--- src/common/bfs_pkg.sv ---
// shared constants for the backlight fault supervisor
package bfs_pkg;
  // register byte offsets on the apb slave
  localparam logic [7:0] OFF_FAULT_A    = 8'h00;
  localparam logic [7:0] OFF_FAULT_B    = 8'h04;
  localparam logic [7:0] OFF_CFG_FOUR   = 8'h08;
  localparam logic [7:0] OFF_STR_MASK   = 8'h0C;
  localparam logic [7:0] OFF_CFG_THREE  = 8'h10;
  localparam logic [7:0] OFF_OV_LEVEL   = 8'h14;
  localparam logic [7:0] OFF_STATE      = 8'h18;

  // fault_status_a bit positions
  localparam int FA_OUT_OV   = 0;
  localparam int FA_BN_OV    = 1;
  localparam int FA_BN_UV    = 2;
  localparam int FA_SS_TMO   = 3;
  localparam int FA_LED_SHRT = 4;
  localparam int FA_W        = 5;

  // config_reg_four bit positions
  localparam int C4_RESET   = 0;
  localparam int C4_STANDBY = 1;

  // state register field positions
  localparam int ST_LOCK_BIT = 3;
  localparam int ST_SHORT_LO = 8;

  localparam int NSTR = 8;

  // reset values and the lowest accepted overvoltage level code
  localparam logic [3:0] OV_LEVEL_RST  = 4'h2;
  localparam logic [1:0] SHORT_THR_RST = 2'h0;
  localparam logic [7:0] MASK_RST      = 8'h00;
  localparam logic [3:0] OV_LEVEL_MIN  = 4'h2;

  // soft-start window
  localparam int CLK_MHZ      = 40;
  localparam int SS_TIME_US   = 10000;
  localparam int SS_CYCLES    = SS_TIME_US * CLK_MHZ;
  localparam int SS_CNT_W     = 20;

  typedef enum logic [2:0] {
    BFS_OFF, BFS_READY, BFS_CHECK, BFS_SOFT, BFS_RUN, BFS_STANDBY
  } bfs_state_e;
endpackage

--- src/hdl/bfs_supervisor.sv ---
// fault supervision and operating-state control with apb registers
//
// The implementer's own choices: the APB slave port and the register offsets.
`timescale 1ns/1ps
module bfs_supervisor #(
  parameter int SS_LIMIT = bfs_pkg::SS_CYCLES
) (
  input  wire logic        clk_in,
  input  wire logic        resetn_in,
  input  wire logic        en_pin_in,
  input  wire logic        vcc_uv_in,
  input  wire logic        vbat_uv_in,
  input  wire logic        out_ov_cmp_in,
  input  wire logic        boost_node_ov_cmp_in,
  input  wire logic        boost_node_uv_cmp_in,
  input  wire logic        inductor_open_in,
  input  wire logic        out_above_2x_in,
  input  wire logic [7:0]  led_in_reg_in,
  input  wire logic [7:0]  led_over_short_in,
  input  wire logic        psel_in,
  input  wire logic        penable_in,
  input  wire logic        pwrite_in,
  input  wire logic [7:0]  paddr_in,
  input  wire logic [31:0] pwdata_in,
  output logic      [31:0] prdata_out,
  output logic             pready_out,
  output logic             pslverr_out,
  output logic             ref_en_out,
  output logic             boost_en_out,
  output logic             chargepump_en_out,
  output logic             driver_standby_out,
  output logic             short_cmp_en_out,
  output logic      [7:0]  sink_en_out,
  output logic      [3:0]  out_ov_threshold_sel_out,
  output logic      [1:0]  shorted_string_threshold_out,
  output logic      [2:0]  state_out
);

  // reset release through two flops
  logic rst_meta_ff;
  logic rst_n;
  always_ff @(posedge clk_in or negedge resetn_in)
  begin
    if (!resetn_in)
    begin
      rst_meta_ff <= 1'b0;
      rst_n       <= 1'b0;
    end
    else
    begin
      rst_meta_ff <= 1'b1;
      rst_n       <= rst_meta_ff;
    end
  end

  bfs_pkg::bfs_state_e state_ff;
  bfs_pkg::bfs_state_e nxt_state;
  logic [bfs_pkg::FA_W-1:0]     fault_a_ff;
  logic [bfs_pkg::FA_W-1:0]     nxt_fault_a;
  logic [bfs_pkg::NSTR-1:0]     fault_b_ff;
  logic [bfs_pkg::NSTR-1:0]     nxt_fault_b;
  logic [bfs_pkg::NSTR-1:0]     mask_ff;
  logic [bfs_pkg::NSTR-1:0]     short_off_ff;
  logic [bfs_pkg::NSTR-1:0]     nxt_short_off;
  logic [3:0]                   ov_level_ff;
  logic [1:0]                   short_thr_ff;
  logic                         standby_ff;
  logic                         reset_ff;
  logic                         lockout_ff;
  logic                         nxt_lockout;
  logic [bfs_pkg::SS_CNT_W-1:0] ss_cnt_ff;
  logic [31:0]                  prdata_ff;

  // supply and enable qualification
  wire uvlo      = vcc_uv_in | vbat_uv_in;
  wire active    = en_pin_in & ~uvlo;
  wire clr_all   = ~active | reset_ff;
  wire go        = active & ~reset_ff & ~standby_ff;
  wire mask_zero = (mask_ff == '0);

  wire in_check = (state_ff == bfs_pkg::BFS_CHECK);
  wire in_soft  = (state_ff == bfs_pkg::BFS_SOFT);
  wire in_run   = (state_ff == bfs_pkg::BFS_RUN);

  // fault trips that latch the converter off
  wire open_trip = go & in_check & inductor_open_in;
  wire uv_trip   = go & in_run & boost_node_uv_cmp_in;
  wire ss_expire = (ss_cnt_ff == bfs_pkg::SS_CNT_W'(SS_LIMIT - 1));
  wire ss_trip   = go & in_soft & ~mask_zero & ~out_above_2x_in
                   & ss_expire;

  // apb decode
  function automatic logic addr_mapped(input logic [7:0] a);
    addr_mapped = (a == bfs_pkg::OFF_FAULT_A)   |
                  (a == bfs_pkg::OFF_FAULT_B)   |
                  (a == bfs_pkg::OFF_CFG_FOUR)  |
                  (a == bfs_pkg::OFF_STR_MASK)  |
                  (a == bfs_pkg::OFF_CFG_THREE) |
                  (a == bfs_pkg::OFF_OV_LEVEL)  |
                  (a == bfs_pkg::OFF_STATE);
  endfunction

  wire setup  = psel_in & ~penable_in;
  wire access = psel_in & penable_in;
  wire wr_ok  = access & pwrite_in & addr_mapped(paddr_in) & ~clr_all;
  wire rd_acc = access & ~pwrite_in;
  wire wr_c4  = wr_ok & (paddr_in == bfs_pkg::OFF_CFG_FOUR);
  wire wr_msk = wr_ok & (paddr_in == bfs_pkg::OFF_STR_MASK);
  wire wr_c3  = wr_ok & (paddr_in == bfs_pkg::OFF_CFG_THREE);
  // reserved low threshold codes are refused, level is kept
  wire wr_ovl = wr_ok & (paddr_in == bfs_pkg::OFF_OV_LEVEL)
                & (pwdata_in[3:0] >= bfs_pkg::OV_LEVEL_MIN);
  // the clear uses the word latched in setup, so a flag raised
  // between setup and access is never wiped unseen
  wire clr_a  = rd_acc & (paddr_in == bfs_pkg::OFF_FAULT_A);
  wire clr_b  = rd_acc & (paddr_in == bfs_pkg::OFF_FAULT_B);

  wire [31:0] rd_word =
    (paddr_in == bfs_pkg::OFF_FAULT_A)   ? 32'(fault_a_ff)  :
    (paddr_in == bfs_pkg::OFF_FAULT_B)   ? 32'(fault_b_ff)  :
    (paddr_in == bfs_pkg::OFF_CFG_FOUR)  ?
      32'({standby_ff, reset_ff})                            :
    (paddr_in == bfs_pkg::OFF_STR_MASK)  ? 32'(mask_ff)     :
    (paddr_in == bfs_pkg::OFF_CFG_THREE) ? 32'(short_thr_ff) :
    (paddr_in == bfs_pkg::OFF_OV_LEVEL)  ? 32'(ov_level_ff) :
    (paddr_in == bfs_pkg::OFF_STATE)     ?
      32'({short_off_ff, 4'h0, lockout_ff, state_ff})        :
    32'h0000_0000;

  assign pready_out  = 1'b1;
  assign pslverr_out = access & ~addr_mapped(paddr_in);
  assign prdata_out  = prdata_ff;

  always_ff @(posedge clk_in or negedge rst_n)
  begin
    if (!rst_n)
      prdata_ff <= 32'h0000_0000;
    else if (setup && !pwrite_in)
      prdata_ff <= rd_word;
  end

  // string short handling
  logic [bfs_pkg::NSTR-1:0] sink_w;
  logic [bfs_pkg::NSTR-1:0] short_hit;
  wire sink_gate = active & in_run & ~lockout_ff & ~standby_ff
                   & ~boost_node_uv_cmp_in;
  wire short_arm = active & in_run & ~lockout_ff
                   & (|led_in_reg_in);

  genvar gi;
  generate
    for (gi = 0; gi < bfs_pkg::NSTR; gi++)
    begin : g_str
      assign sink_w[gi]    = sink_gate & mask_ff[gi]
                             & ~short_off_ff[gi];
      assign short_hit[gi] = short_arm & sink_w[gi]
                             & led_over_short_in[gi];
    end
  endgenerate

  // host turning every sink off is the only clear besides reset
  always_comb
  begin
    if (clr_all || mask_zero)
      nxt_short_off = '0;
    else
      nxt_short_off = short_off_ff | short_hit;
  end

  // fault flags: set beats clear-on-read
  logic [bfs_pkg::FA_W-1:0] set_a;
  always_comb
  begin
    set_a = '0;
    set_a[bfs_pkg::FA_OUT_OV]   = active & out_ov_cmp_in;
    set_a[bfs_pkg::FA_BN_OV]    = active & boost_node_ov_cmp_in;
    set_a[bfs_pkg::FA_BN_UV]    = uv_trip | open_trip;
    set_a[bfs_pkg::FA_SS_TMO]   = ss_trip | open_trip;
    set_a[bfs_pkg::FA_LED_SHRT] = |short_hit;
    if (clr_all)
    begin
      nxt_fault_a = '0;
      nxt_fault_b = '0;
    end
    else
    begin
      nxt_fault_a = (fault_a_ff
                     & ~(clr_a ? prdata_ff[bfs_pkg::FA_W-1:0] : '0))
                    | set_a;
      nxt_fault_b = (fault_b_ff
                     & ~(clr_b ? prdata_ff[bfs_pkg::NSTR-1:0] : '0))
                    | short_hit;
    end
  end

  // latched lockout from open inductor, boost-node uv, timeout
  assign nxt_lockout = clr_all ? 1'b0 :
                       (lockout_ff | open_trip | uv_trip
                        | ss_trip);

  // operating state decode
  always_comb
  begin
    nxt_state = state_ff;
    if (!active)
      nxt_state = bfs_pkg::BFS_OFF;
    else if (reset_ff)
      nxt_state = bfs_pkg::BFS_READY;
    else if (standby_ff)
      nxt_state = bfs_pkg::BFS_STANDBY;
    else
    begin
      unique case (state_ff)
        bfs_pkg::BFS_OFF:     nxt_state = bfs_pkg::BFS_READY;
        bfs_pkg::BFS_READY:
          if (!mask_zero && !lockout_ff)
            nxt_state = bfs_pkg::BFS_CHECK;
        bfs_pkg::BFS_CHECK:
          nxt_state = inductor_open_in ? bfs_pkg::BFS_READY
                                       : bfs_pkg::BFS_SOFT;
        bfs_pkg::BFS_SOFT:
          if (mask_zero || ss_trip)
            nxt_state = bfs_pkg::BFS_READY;
          else if (out_above_2x_in)
            nxt_state = bfs_pkg::BFS_RUN;
        bfs_pkg::BFS_RUN:
          if (mask_zero || uv_trip)
            nxt_state = bfs_pkg::BFS_READY;
        bfs_pkg::BFS_STANDBY: nxt_state = bfs_pkg::BFS_READY;
        default:              nxt_state = bfs_pkg::BFS_OFF;
      endcase
    end
  end

  always_ff @(posedge clk_in or negedge rst_n)
  begin
    if (!rst_n)
    begin
      state_ff     <= bfs_pkg::BFS_OFF;
      fault_a_ff   <= '0;
      fault_b_ff   <= '0;
      short_off_ff <= '0;
      lockout_ff   <= 1'b0;
    end
    else
    begin
      state_ff     <= nxt_state;
      fault_a_ff   <= nxt_fault_a;
      fault_b_ff   <= nxt_fault_b;
      short_off_ff <= nxt_short_off;
      lockout_ff   <= nxt_lockout;
    end
  end

  // soft-start timer only runs in the soft state
  always_ff @(posedge clk_in or negedge rst_n)
  begin
    if (!rst_n)
      ss_cnt_ff <= '0;
    else if (clr_all || !in_soft)
      ss_cnt_ff <= '0;
    else if (!ss_expire)
      ss_cnt_ff <= ss_cnt_ff + 1'b1;
  end

  // software registers, wiped by any reset event
  always_ff @(posedge clk_in or negedge rst_n)
  begin
    if (!rst_n)
    begin
      mask_ff      <= bfs_pkg::MASK_RST;
      ov_level_ff  <= bfs_pkg::OV_LEVEL_RST;
      short_thr_ff <= bfs_pkg::SHORT_THR_RST;
      standby_ff   <= 1'b0;
      reset_ff     <= 1'b0;
    end
    else if (clr_all)
    begin
      mask_ff      <= bfs_pkg::MASK_RST;
      ov_level_ff  <= bfs_pkg::OV_LEVEL_RST;
      short_thr_ff <= bfs_pkg::SHORT_THR_RST;
      standby_ff   <= 1'b0;
      reset_ff     <= 1'b0;
    end
    else
    begin
      if (wr_msk)
        mask_ff <= pwdata_in[bfs_pkg::NSTR-1:0];
      if (wr_ovl)
        ov_level_ff <= pwdata_in[3:0];
      if (wr_c3)
        short_thr_ff <= pwdata_in[1:0];
      if (wr_c4)
      begin
        standby_ff <= pwdata_in[bfs_pkg::C4_STANDBY];
        // reset is honoured only out of standby
        reset_ff   <= pwdata_in[bfs_pkg::C4_RESET]
                      & ~standby_ff;
      end
    end
  end

  // analog control outputs
  wire conv_on = active & (in_soft | in_run) & ~lockout_ff
                 & ~standby_ff & ~reset_ff;
  assign chargepump_en_out  = conv_on;
  assign boost_en_out       = conv_on & ~out_ov_cmp_in
                              & ~boost_node_ov_cmp_in
                              & ~(in_run & boost_node_uv_cmp_in);
  assign ref_en_out         = active
                              & (state_ff != bfs_pkg::BFS_STANDBY)
                              & (state_ff != bfs_pkg::BFS_OFF);
  assign driver_standby_out = active
                              & (state_ff == bfs_pkg::BFS_READY);
  assign sink_en_out        = sink_w;
  assign short_cmp_en_out   = short_arm;
  assign out_ov_threshold_sel_out     = ov_level_ff;
  assign shorted_string_threshold_out = short_thr_ff;
  assign state_out                    = state_ff;
endmodule

--- config.mk ---
export PLATFORM = sky130hd
export DESIGN_NAME = bfs_supervisor
export DESIGN_NICKNAME = d
export VERILOG_FILES = /design/src/common/bfs_pkg.sv /design/src/hdl/bfs_supervisor.sv
export SDC_FILE = /design/constraint.sdc
export NUM_CORES = 1
export LEC_CHECK = 0
export BUFFER_PORTS_ARGS = -buffer_cell sky130_fd_sc_hd__buf_2
export CAP_MARGIN = 20
export CORE_UTILIZATION = 52
export DETAILED_ROUTE_END_ITERATION = 12
export GPL_TIMING_DRIVEN = 0
export PLACE_DENSITY = 0.8
export RECOVER_POWER = 25
export SYNTH_ARGS = -nofsm -noshare
export SYNTH_HDL_FRONTEND = slang
export SYNTH_SLANG_ARGS = --single-unit
--- constraint.sdc ---
create_clock -name clk_in -period 3.11 [get_ports clk_in]
set_input_delay 0.1555 -clock clk_in [delete_from_list [all_inputs] [get_ports clk_in]]
set_output_delay 0.1555 -clock clk_in [all_outputs]
set_load 0.03 [all_outputs]
======== Word level (Yosys, flattened, before mapping) ========
Cells that the tools add are included.
cells by class
  eq/ne operators ......................... 17
  bitwise operators ....................... 120
  add/sub/neg operators ................... 1
  reductions and logical operators ........ 22
  mux-type cells .......................... 34
  $lt $le $gt $ge ......................... 1
operators by type and width
  cell                     count
  $mux W16                 7
  $and A1 B1 Y1            76
  $mux W20                 2
  $mux W8                  5
  $eq A8 B5 Y1 const B     3
  $not A1 Y1               23
  $mux W3                  7
  $add A20 B1 Y20 const B  1
  $eq A20 B19 Y1 const B   1
  $eq A8 B4 Y1 const B     2
  $logic_not A8 Y1         2
  $or A8 B8 Y8             2
  $reduce_or A8 Y1         2
  $pmux W3 S5              1
  $or A1 B1 Y1             14
  $mux W5                  2
  $and A8 B8 Y8            1
  $eq A8 B3 Y1 const B     1
  $mux W4                  2
  $not A8 Y8               1
  $reduce_bool A2 Y1       4
  $eq A3 B2 Y1 const B     2
  $eq A3 B3 Y1 const B     2
  $mux W2                  3
  other kinds (18)         29
word-level totals
  register bits after elaboration ......... 95
  output and inout bits ................... 56
  bits of input ports ..................... 69

======== Logic depth before layout (Yosys ltp) ========
  depth after elaboration ................. 15
  depth in mapped cells ................... 8
  mapped depth without buffers ............ 6

======== Least setup slack after synthesis ========
OpenSTA, ideal clock, no wires.
  path kind ............................... register -> output
  start point ............................. register state_ff[1] (netlist: state_out[1])
  end point ............................... output boost_en_out
  data required time ...................... 2.954 ns
  cell stages (with the launch flop) ...... 5
  arrival ................................. 3.002 ns
  path slack .............................. -0.047 ns
  cell sequence ........................... dfrtp_1 buf_2 or3b_4 a211oi_1 nor4b_1
on the way
  word-level cells in the longest chain between the ends .. 9
  elaborated cells between the ends (all ways) .. 12
RTL lines
  element                                              line                                        RTL
  start: declaration                                   bfs_supervisor.sv:56                        bfs_pkg::bfs_state_e state_ff;
  start signal: assignment                             bfs_supervisor.sv:239                       state_ff <= bfs_pkg::BFS_OFF;
  start signal: assignment                             bfs_supervisor.sv:247                       state_ff <= nxt_state;
  $eq A3 B2 Y1 / $eq A3 B3 Y1 (equally long branches)  bfs_supervisor.sv:82, bfs_supervisor.sv:83
  $or A1 B1 Y1 *                                       bfs_supervisor.sv:304                       wire conv_on = active & (in_soft | in_run) & ~lockout_ff
  $and A1 B1 Y1 * (2 in series)                        bfs_supervisor.sv:304
  $and A1 B1 Y1 * (2 in series)                        bfs_supervisor.sv:305                       & ~standby_ff & ~reset_ff;
  named net chargepump_en_out                          bfs_supervisor.sv:30                        output logic chargepump_en_out,
  $and A1 B1 Y1 *                                      bfs_supervisor.sv:307                       assign boost_en_out = conv_on & ~out_ov_cmp_in
  $and A1 B1 Y1 *                                      bfs_supervisor.sv:308                       & ~boost_node_ov_cmp_in
  $and A1 B1 Y1 *                                      bfs_supervisor.sv:309                       & ~(in_run & boost_node_uv_cmp_in);
  end: declaration                                     bfs_supervisor.sv:29                        output logic boost_en_out,
Mark *: on every way through the listed nets, which the timed path passes. The rest lies on a longest branch.

======== Worst setup path in the final report ========
  start point ............................. register state_ff[0] (netlist: state_out[0])
  end point ............................... output sink_en_out[1]
on the way
  word-level cells in the longest chain between the ends .. 7
RTL lines
  element                      line                   RTL
  $eq A3 B3 Y1                 bfs_supervisor.sv:83   wire in_run = (state_ff == bfs_pkg::BFS_RUN);
  $and A1 B1 Y1 (3 in series)  bfs_supervisor.sv:145  wire sink_gate = active & in_run & ~lockout_ff & ~standby_ff
  $and A1 B1 Y1                bfs_supervisor.sv:146  & ~boost_node_uv_cmp_in;
  $and A1 B1 Y1                bfs_supervisor.sv:154  assign sink_w[gi] = sink_gate & mask_ff[gi]
  $and A1 B1 Y1                bfs_supervisor.sv:155  & ~short_off_ff[gi];
  end: declaration             bfs_supervisor.sv:33   output logic [7:0] sink_en_out,
Every way passes these cells.

==> impl_metrics.xml <==
<?xml version="1.0" encoding="UTF-8"?>
<metrics>
  <group name="outcome">
    <metric name="outcome" unit="">finished with violations</metric>
    <metric name="failed_checks" unit="">max-capacitance violations, max-slew violations</metric>
  </group>
  <group name="worst_setup_path">
    <metric name="worstSetupStartpointType" unit="">flip-flop</metric>
    <metric name="critPathMaxStageDelay" unit="ns">0.51</metric>
    <metric name="timing.critical_path.depth" unit="">7</metric>
    <metric name="crit_type" unit="">flip-flop to primary output</metric>
    <metric name="worst-path-max-fanout" unit="">10</metric>
    <metric name="critical_path_cell_by_cell" unit="">clkbuf_1 -&gt; or3b_4 -&gt; or4b_1 -&gt; buf_2 -&gt; buf_2 -&gt; nor3b_1 -&gt; buf_2</metric>
    <metric name="crit_path_frequent_cell" unit="">sky130_fd_sc_hd__buf_2</metric>
    <metric name="arrival_time_at_the_worst_endpoint" unit="ns">2.81</metric>
    <metric name="required" unit="ns">2.95</metric>
    <metric name="timing.rr.start" unit="">reset_ff</metric>
    <metric name="critical_path_buf_inv_count" unit="">4</metric>
    <metric name="number_of_cells_traversed_by_the_worst_register_to_register_path" unit="">6</metric>
    <metric name="cp_top_family" unit="">simple AND/OR/NAND/NOR gates</metric>
    <metric name="critPathSlowestCell" unit="">sky130_fd_sc_hd__or4b_1</metric>
    <metric name="register_to_register_path_setup_slack" unit="ns">0.42</metric>
    <metric name="worst_setup_path_startpoint" unit="">state_out[0]</metric>
    <metric name="regToRegEndpoint" unit="">mask_ff[2]</metric>
    <metric name="cp-end-kind" unit="">primary output</metric>
  </group>
  <group name="hold_path">
    <metric name="min-delay-start" unit="">pwdata_in[4]</metric>
    <metric name="min_delay_path_depth" unit="">3</metric>
    <metric name="hold_path_end" unit="">mask_ff[4]</metric>
    <metric name="holdCritPathClass" unit="">input port to flip-flop</metric>
  </group>
  <group name="layout">
    <metric name="fin_cells" unit="">680</metric>
    <metric name="number_of_nets_at_the_end_of_the_flow" unit="">643</metric>
    <metric name="post-route-cell-area" unit="sq um">5170</metric>
    <metric name="diodes" unit="">0</metric>
    <metric name="filler_cell_count" unit="">680</metric>
    <metric name="finalCoreUtilization" unit="%">65.9</metric>
    <metric name="drive_above_1_share" unit="%">25.1</metric>
    <metric name="areaGrowthSynthToFinish" unit="%">20.9</metric>
  </group>
  <group name="logic_synthesis">
    <metric name="post_synth_num_cell_types" unit="">66</metric>
    <metric name="synth_top_cell_area_share" unit="%">45.6</metric>
    <metric name="synth-warning-count" unit="">0</metric>
    <metric name="synth_most_common_cell" unit="">sky130_fd_sc_hd__dfrtp_1</metric>
    <metric name="synth_area" unit="sq um">4280</metric>
    <metric name="synth_area_leaders" unit="">sky130_fd_sc_hd__dfrtp_1, sky130_fd_sc_hd__nor2_1, sky130_fd_sc_hd__nand2_1</metric>
    <metric name="syn_inst" unit="">459</metric>
    <metric name="count_of_flip_flops_with_a_built_in_enable_after_synthesis" unit="">0</metric>
    <metric name="synth.avg_cell_area" unit="sq um">9.33</metric>
    <metric name="synth.yosys.seq_area_share" unit="%">46.2</metric>
    <metric name="dominantRegCellSynth" unit="">sky130_fd_sc_hd__dfrtp_1</metric>
    <metric name="post-synth-top-area-cell" unit="">sky130_fd_sc_hd__dfrtp_1</metric>
    <metric name="asyncSetResetFlopFracSynth" unit="%">100</metric>
    <metric name="synth.cells.most_frequent" unit="">sky130_fd_sc_hd__dfrtp_1, sky130_fd_sc_hd__nor2_1, sky130_fd_sc_hd__nand2_1</metric>
    <metric name="ys_seq_elements" unit="">79</metric>
  </group>
  <group name="die">
    <metric name="fp-row-count" unit="">32</metric>
    <metric name="die-width" unit="um">92.7</metric>
    <metric name="dieArea" unit="sq um">8600</metric>
    <metric name="start_util" unit="%">54.6</metric>
    <metric name="io_count" unit="">125</metric>
    <metric name="placeableCoreArea" unit="sq um">7850</metric>
    <metric name="die_h" unit="um">92.7</metric>
  </group>
  <group name="clock_tree">
    <metric name="sinks_on_the_clock_net" unit="">79</metric>
    <metric name="max_clock_buf_depth" unit="">2</metric>
    <metric name="ctsHtreeMaxLevel" unit="">3</metric>
    <metric name="post_cts_resized" unit="">0</metric>
    <metric name="ctsHoldBuffers" unit="">4</metric>
    <metric name="cts_buffers" unit="">9</metric>
    <metric name="cts-root-buf" unit="">sky130_fd_sc_hd__clkbuf_8</metric>
    <metric name="clk_latency" unit="ns">0.36</metric>
    <metric name="tritoncts" unit="">done</metric>
    <metric name="post-cts-setup-buffer-count" unit="">0</metric>
    <metric name="clock_pin_slew_worst_setup_and_hold_paths" unit="ns">0.08</metric>
  </group>
  <group name="power_and_ir_drop">
    <metric name="power.static_leakage" unit="nW">2.27</metric>
    <metric name="max-vdd-ir-drop" unit="mV">0.295</metric>
    <metric name="p_per_area" unit="nW/um^2">419</metric>
    <metric name="power" unit="mW">2.17</metric>
  </group>
  <group name="job">
    <metric name="max-cap-violations" unit="">1</metric>
  </group>
  <group name="drt">
    <metric name="first_pass_iters" unit="">5</metric>
    <metric name="drt.antenna.violating_nets" unit="">0</metric>
    <metric name="routedWlPerCell" unit="um">16.8</metric>
    <metric name="detail_route.drc_violations" unit="">0</metric>
    <metric name="detailroute.via_count" unit="">3933</metric>
    <metric name="drt_first_iter_violations" unit="">388</metric>
    <metric name="drt-total-wl" unit="um">11400</metric>
    <metric name="vias_per_cell" unit="">5.78</metric>
  </group>
  <group name="placement">
    <metric name="dp_hpwl" unit="um">8210</metric>
    <metric name="routability_congestion_estimate_from_global_placement" unit="">0.938</metric>
    <metric name="port-buffer-count" unit="">82</metric>
    <metric name="postPlaceCellArea" unit="sq um">4920</metric>
    <metric name="dpl.cell_count" unit="">660</metric>
  </group>
  <group name="global_route">
    <metric name="initial_antenna_violation_count" unit="">0</metric>
    <metric name="grtUsageTotal" unit="%">27.6</metric>
    <metric name="aggregate_global_routing_overflow" unit="">0</metric>
    <metric name="grt_max_degree" unit="">65</metric>
    <metric name="first_global_vias" unit="">3721</metric>
    <metric name="wire_length_of_the_first_global_routing_pass" unit="um">18400</metric>
  </group>
  <group name="timing">
    <metric name="totalNegativeSetupSlack" unit="ns">0</metric>
    <metric name="max_slew.worst_pin.slew" unit="ns">1.60</metric>
    <metric name="clock.fmax" unit="GHz">0.337</metric>
    <metric name="rsz0062_at_grt" unit="">no</metric>
    <metric name="report.final.setup_viol" unit="">0</metric>
    <metric name="maxSlewHeadroom" unit="%">-6.64</metric>
    <metric name="period_utilization" unit="%">95.5</metric>
    <metric name="finalHoldViolations" unit="">0</metric>
    <metric name="report.final.slew_viol_count" unit="">65</metric>
    <metric name="timing.clock.skew" unit="ns">0.00714</metric>
    <metric name="fin_crit" unit="ns">2.97</metric>
  </group>
</metrics>
per-layer routing:
layer / vias up / track usage (%) / routed length, um
met4: 0 / 10.6 / 264
met3: 25 / 5.83 / 648
met1: 1900 / 37.4 / 5140
met5: - / 0 / 0
li1: 1839 / - / -
met2: 169 / 43.6 / 5340
sequential cells by signal, summed over array words and instances (netlist names):
name                          cells
ss_cnt_ff                        20
fault_b_ff                        8
reset_ff                          1
short_off_ff                      8
out_ov_threshold_sel_out          4
mask_ff                           8
prdata_out                       16
rst_meta_ff                       1
shorted_string_threshold_out      2
lockout_ff                        1
standby_ff                        1
state_out                         3
rst_n                             1
fault_a_ff                        5
cells by family (layout without fill, tap and decap cells):
group	Yosys count	count (layout)	synth area share (%)
buf+inv	41	144	5.29
mux	15	15	3.51
flops	79	79	46.2
xor+xnor	15	15	3.07
simple gates	219	219	27.6
compound gates	87	87	13.9
fa+ha+maj	1	1	0.292
other cells	2	18	0.175
how the worst max path moves through the flow:
stage	end	slack [ns]
final	sink_en_out[1]	0.14
after global routing	sink_en_out[1]	0.03
after CTS	sink_en_out[1]	0.16
after detailed placement	mask_ff[2]	0.44
after global placement	prdata_out[13]	-0.1
after floorplan	boost_en_out	0.32
through the flow:
step / setup WS, ns / hold slack, ns
CTS: 0.155 / 0.00426
finish: 0.140 / 0.00881
global placement: -0.0975 / -0.0595
detailed placement: 0.436 / -0.0575
global route: 0.0305 / 0.0397
floorplan: 0.315 / -0.140
tightest hold or removal path, cell delays in order:
cell and delay (ns):
sky130_fd_sc_hd__buf_2 0.08, sky130_fd_sc_hd__nand2_1 0.04, sky130_fd_sc_hd__o21ai_0 0.05
cell usage in the layout, fill, tap and decap left out, types with 5 or more instances in the layout:
cell,synthesis,routed
sky130_fd_sc_hd__nor3_1,21,21
sky130_fd_sc_hd__buf_4,18,18
sky130_fd_sc_hd__conb_1,2,18
sky130_fd_sc_hd__clkbuf_8,0,10
sky130_fd_sc_hd__a22o_1,8,8
sky130_fd_sc_hd__a31oi_1,6,6
sky130_fd_sc_hd__nor2_1,60,60
sky130_fd_sc_hd__nand3_1,12,12
sky130_fd_sc_hd__xor2_1,10,10
sky130_fd_sc_hd__nor4_1,10,10
sky130_fd_sc_hd__buf_2,4,85
sky130_fd_sc_hd__a21oi_1,23,23
sky130_fd_sc_hd__nand3b_1,10,10
sky130_fd_sc_hd__o21ba_2,7,7
sky130_fd_sc_hd__nor3b_1,8,8
sky130_fd_sc_hd__clkbuf_1,11,12
sky130_fd_sc_hd__inv_1,5,5
sky130_fd_sc_hd__nand2b_1,5,5
sky130_fd_sc_hd__o21ai_0,14,14
sky130_fd_sc_hd__xnor2_1,5,5
sky130_fd_sc_hd__dfrtp_1,78,78
sky130_fd_sc_hd__o31ai_1,5,5
sky130_fd_sc_hd__nand2_1,50,50
sky130_fd_sc_hd__mux2i_1,15,15
sky130_fd_sc_hd__nand4_1,5,5
where the power goes:
| part | internal, mW | switching (mW) |
|---|---|---|
| logic | 0.0638 | 0.125 |
| registers | 1.03 | 0.0127 |
| clock network | 0.552 | 0.382 |
| total | 1.65 | 0.520 |
cell type report:
| cell class | count | area (sq um) | share of cell area, % |
|---|---|---|---|
| buffer | 35 | 204 | 3.94 |
| sequential | 79 | 1980 | 38.2 |
| multi-input combinational | 355 | 2140 | 41.4 |
| inverter | 6 | 22.5 | 0.435 |
| clock inverter | 6 | 108 | 2.08 |
| timing repair buffer | 87 | 454 | 8.78 |
| clock buffer | 10 | 138 | 2.66 |
| tap | 102 | 128 | 2.47 |
(Power assumes the default switching activity.)
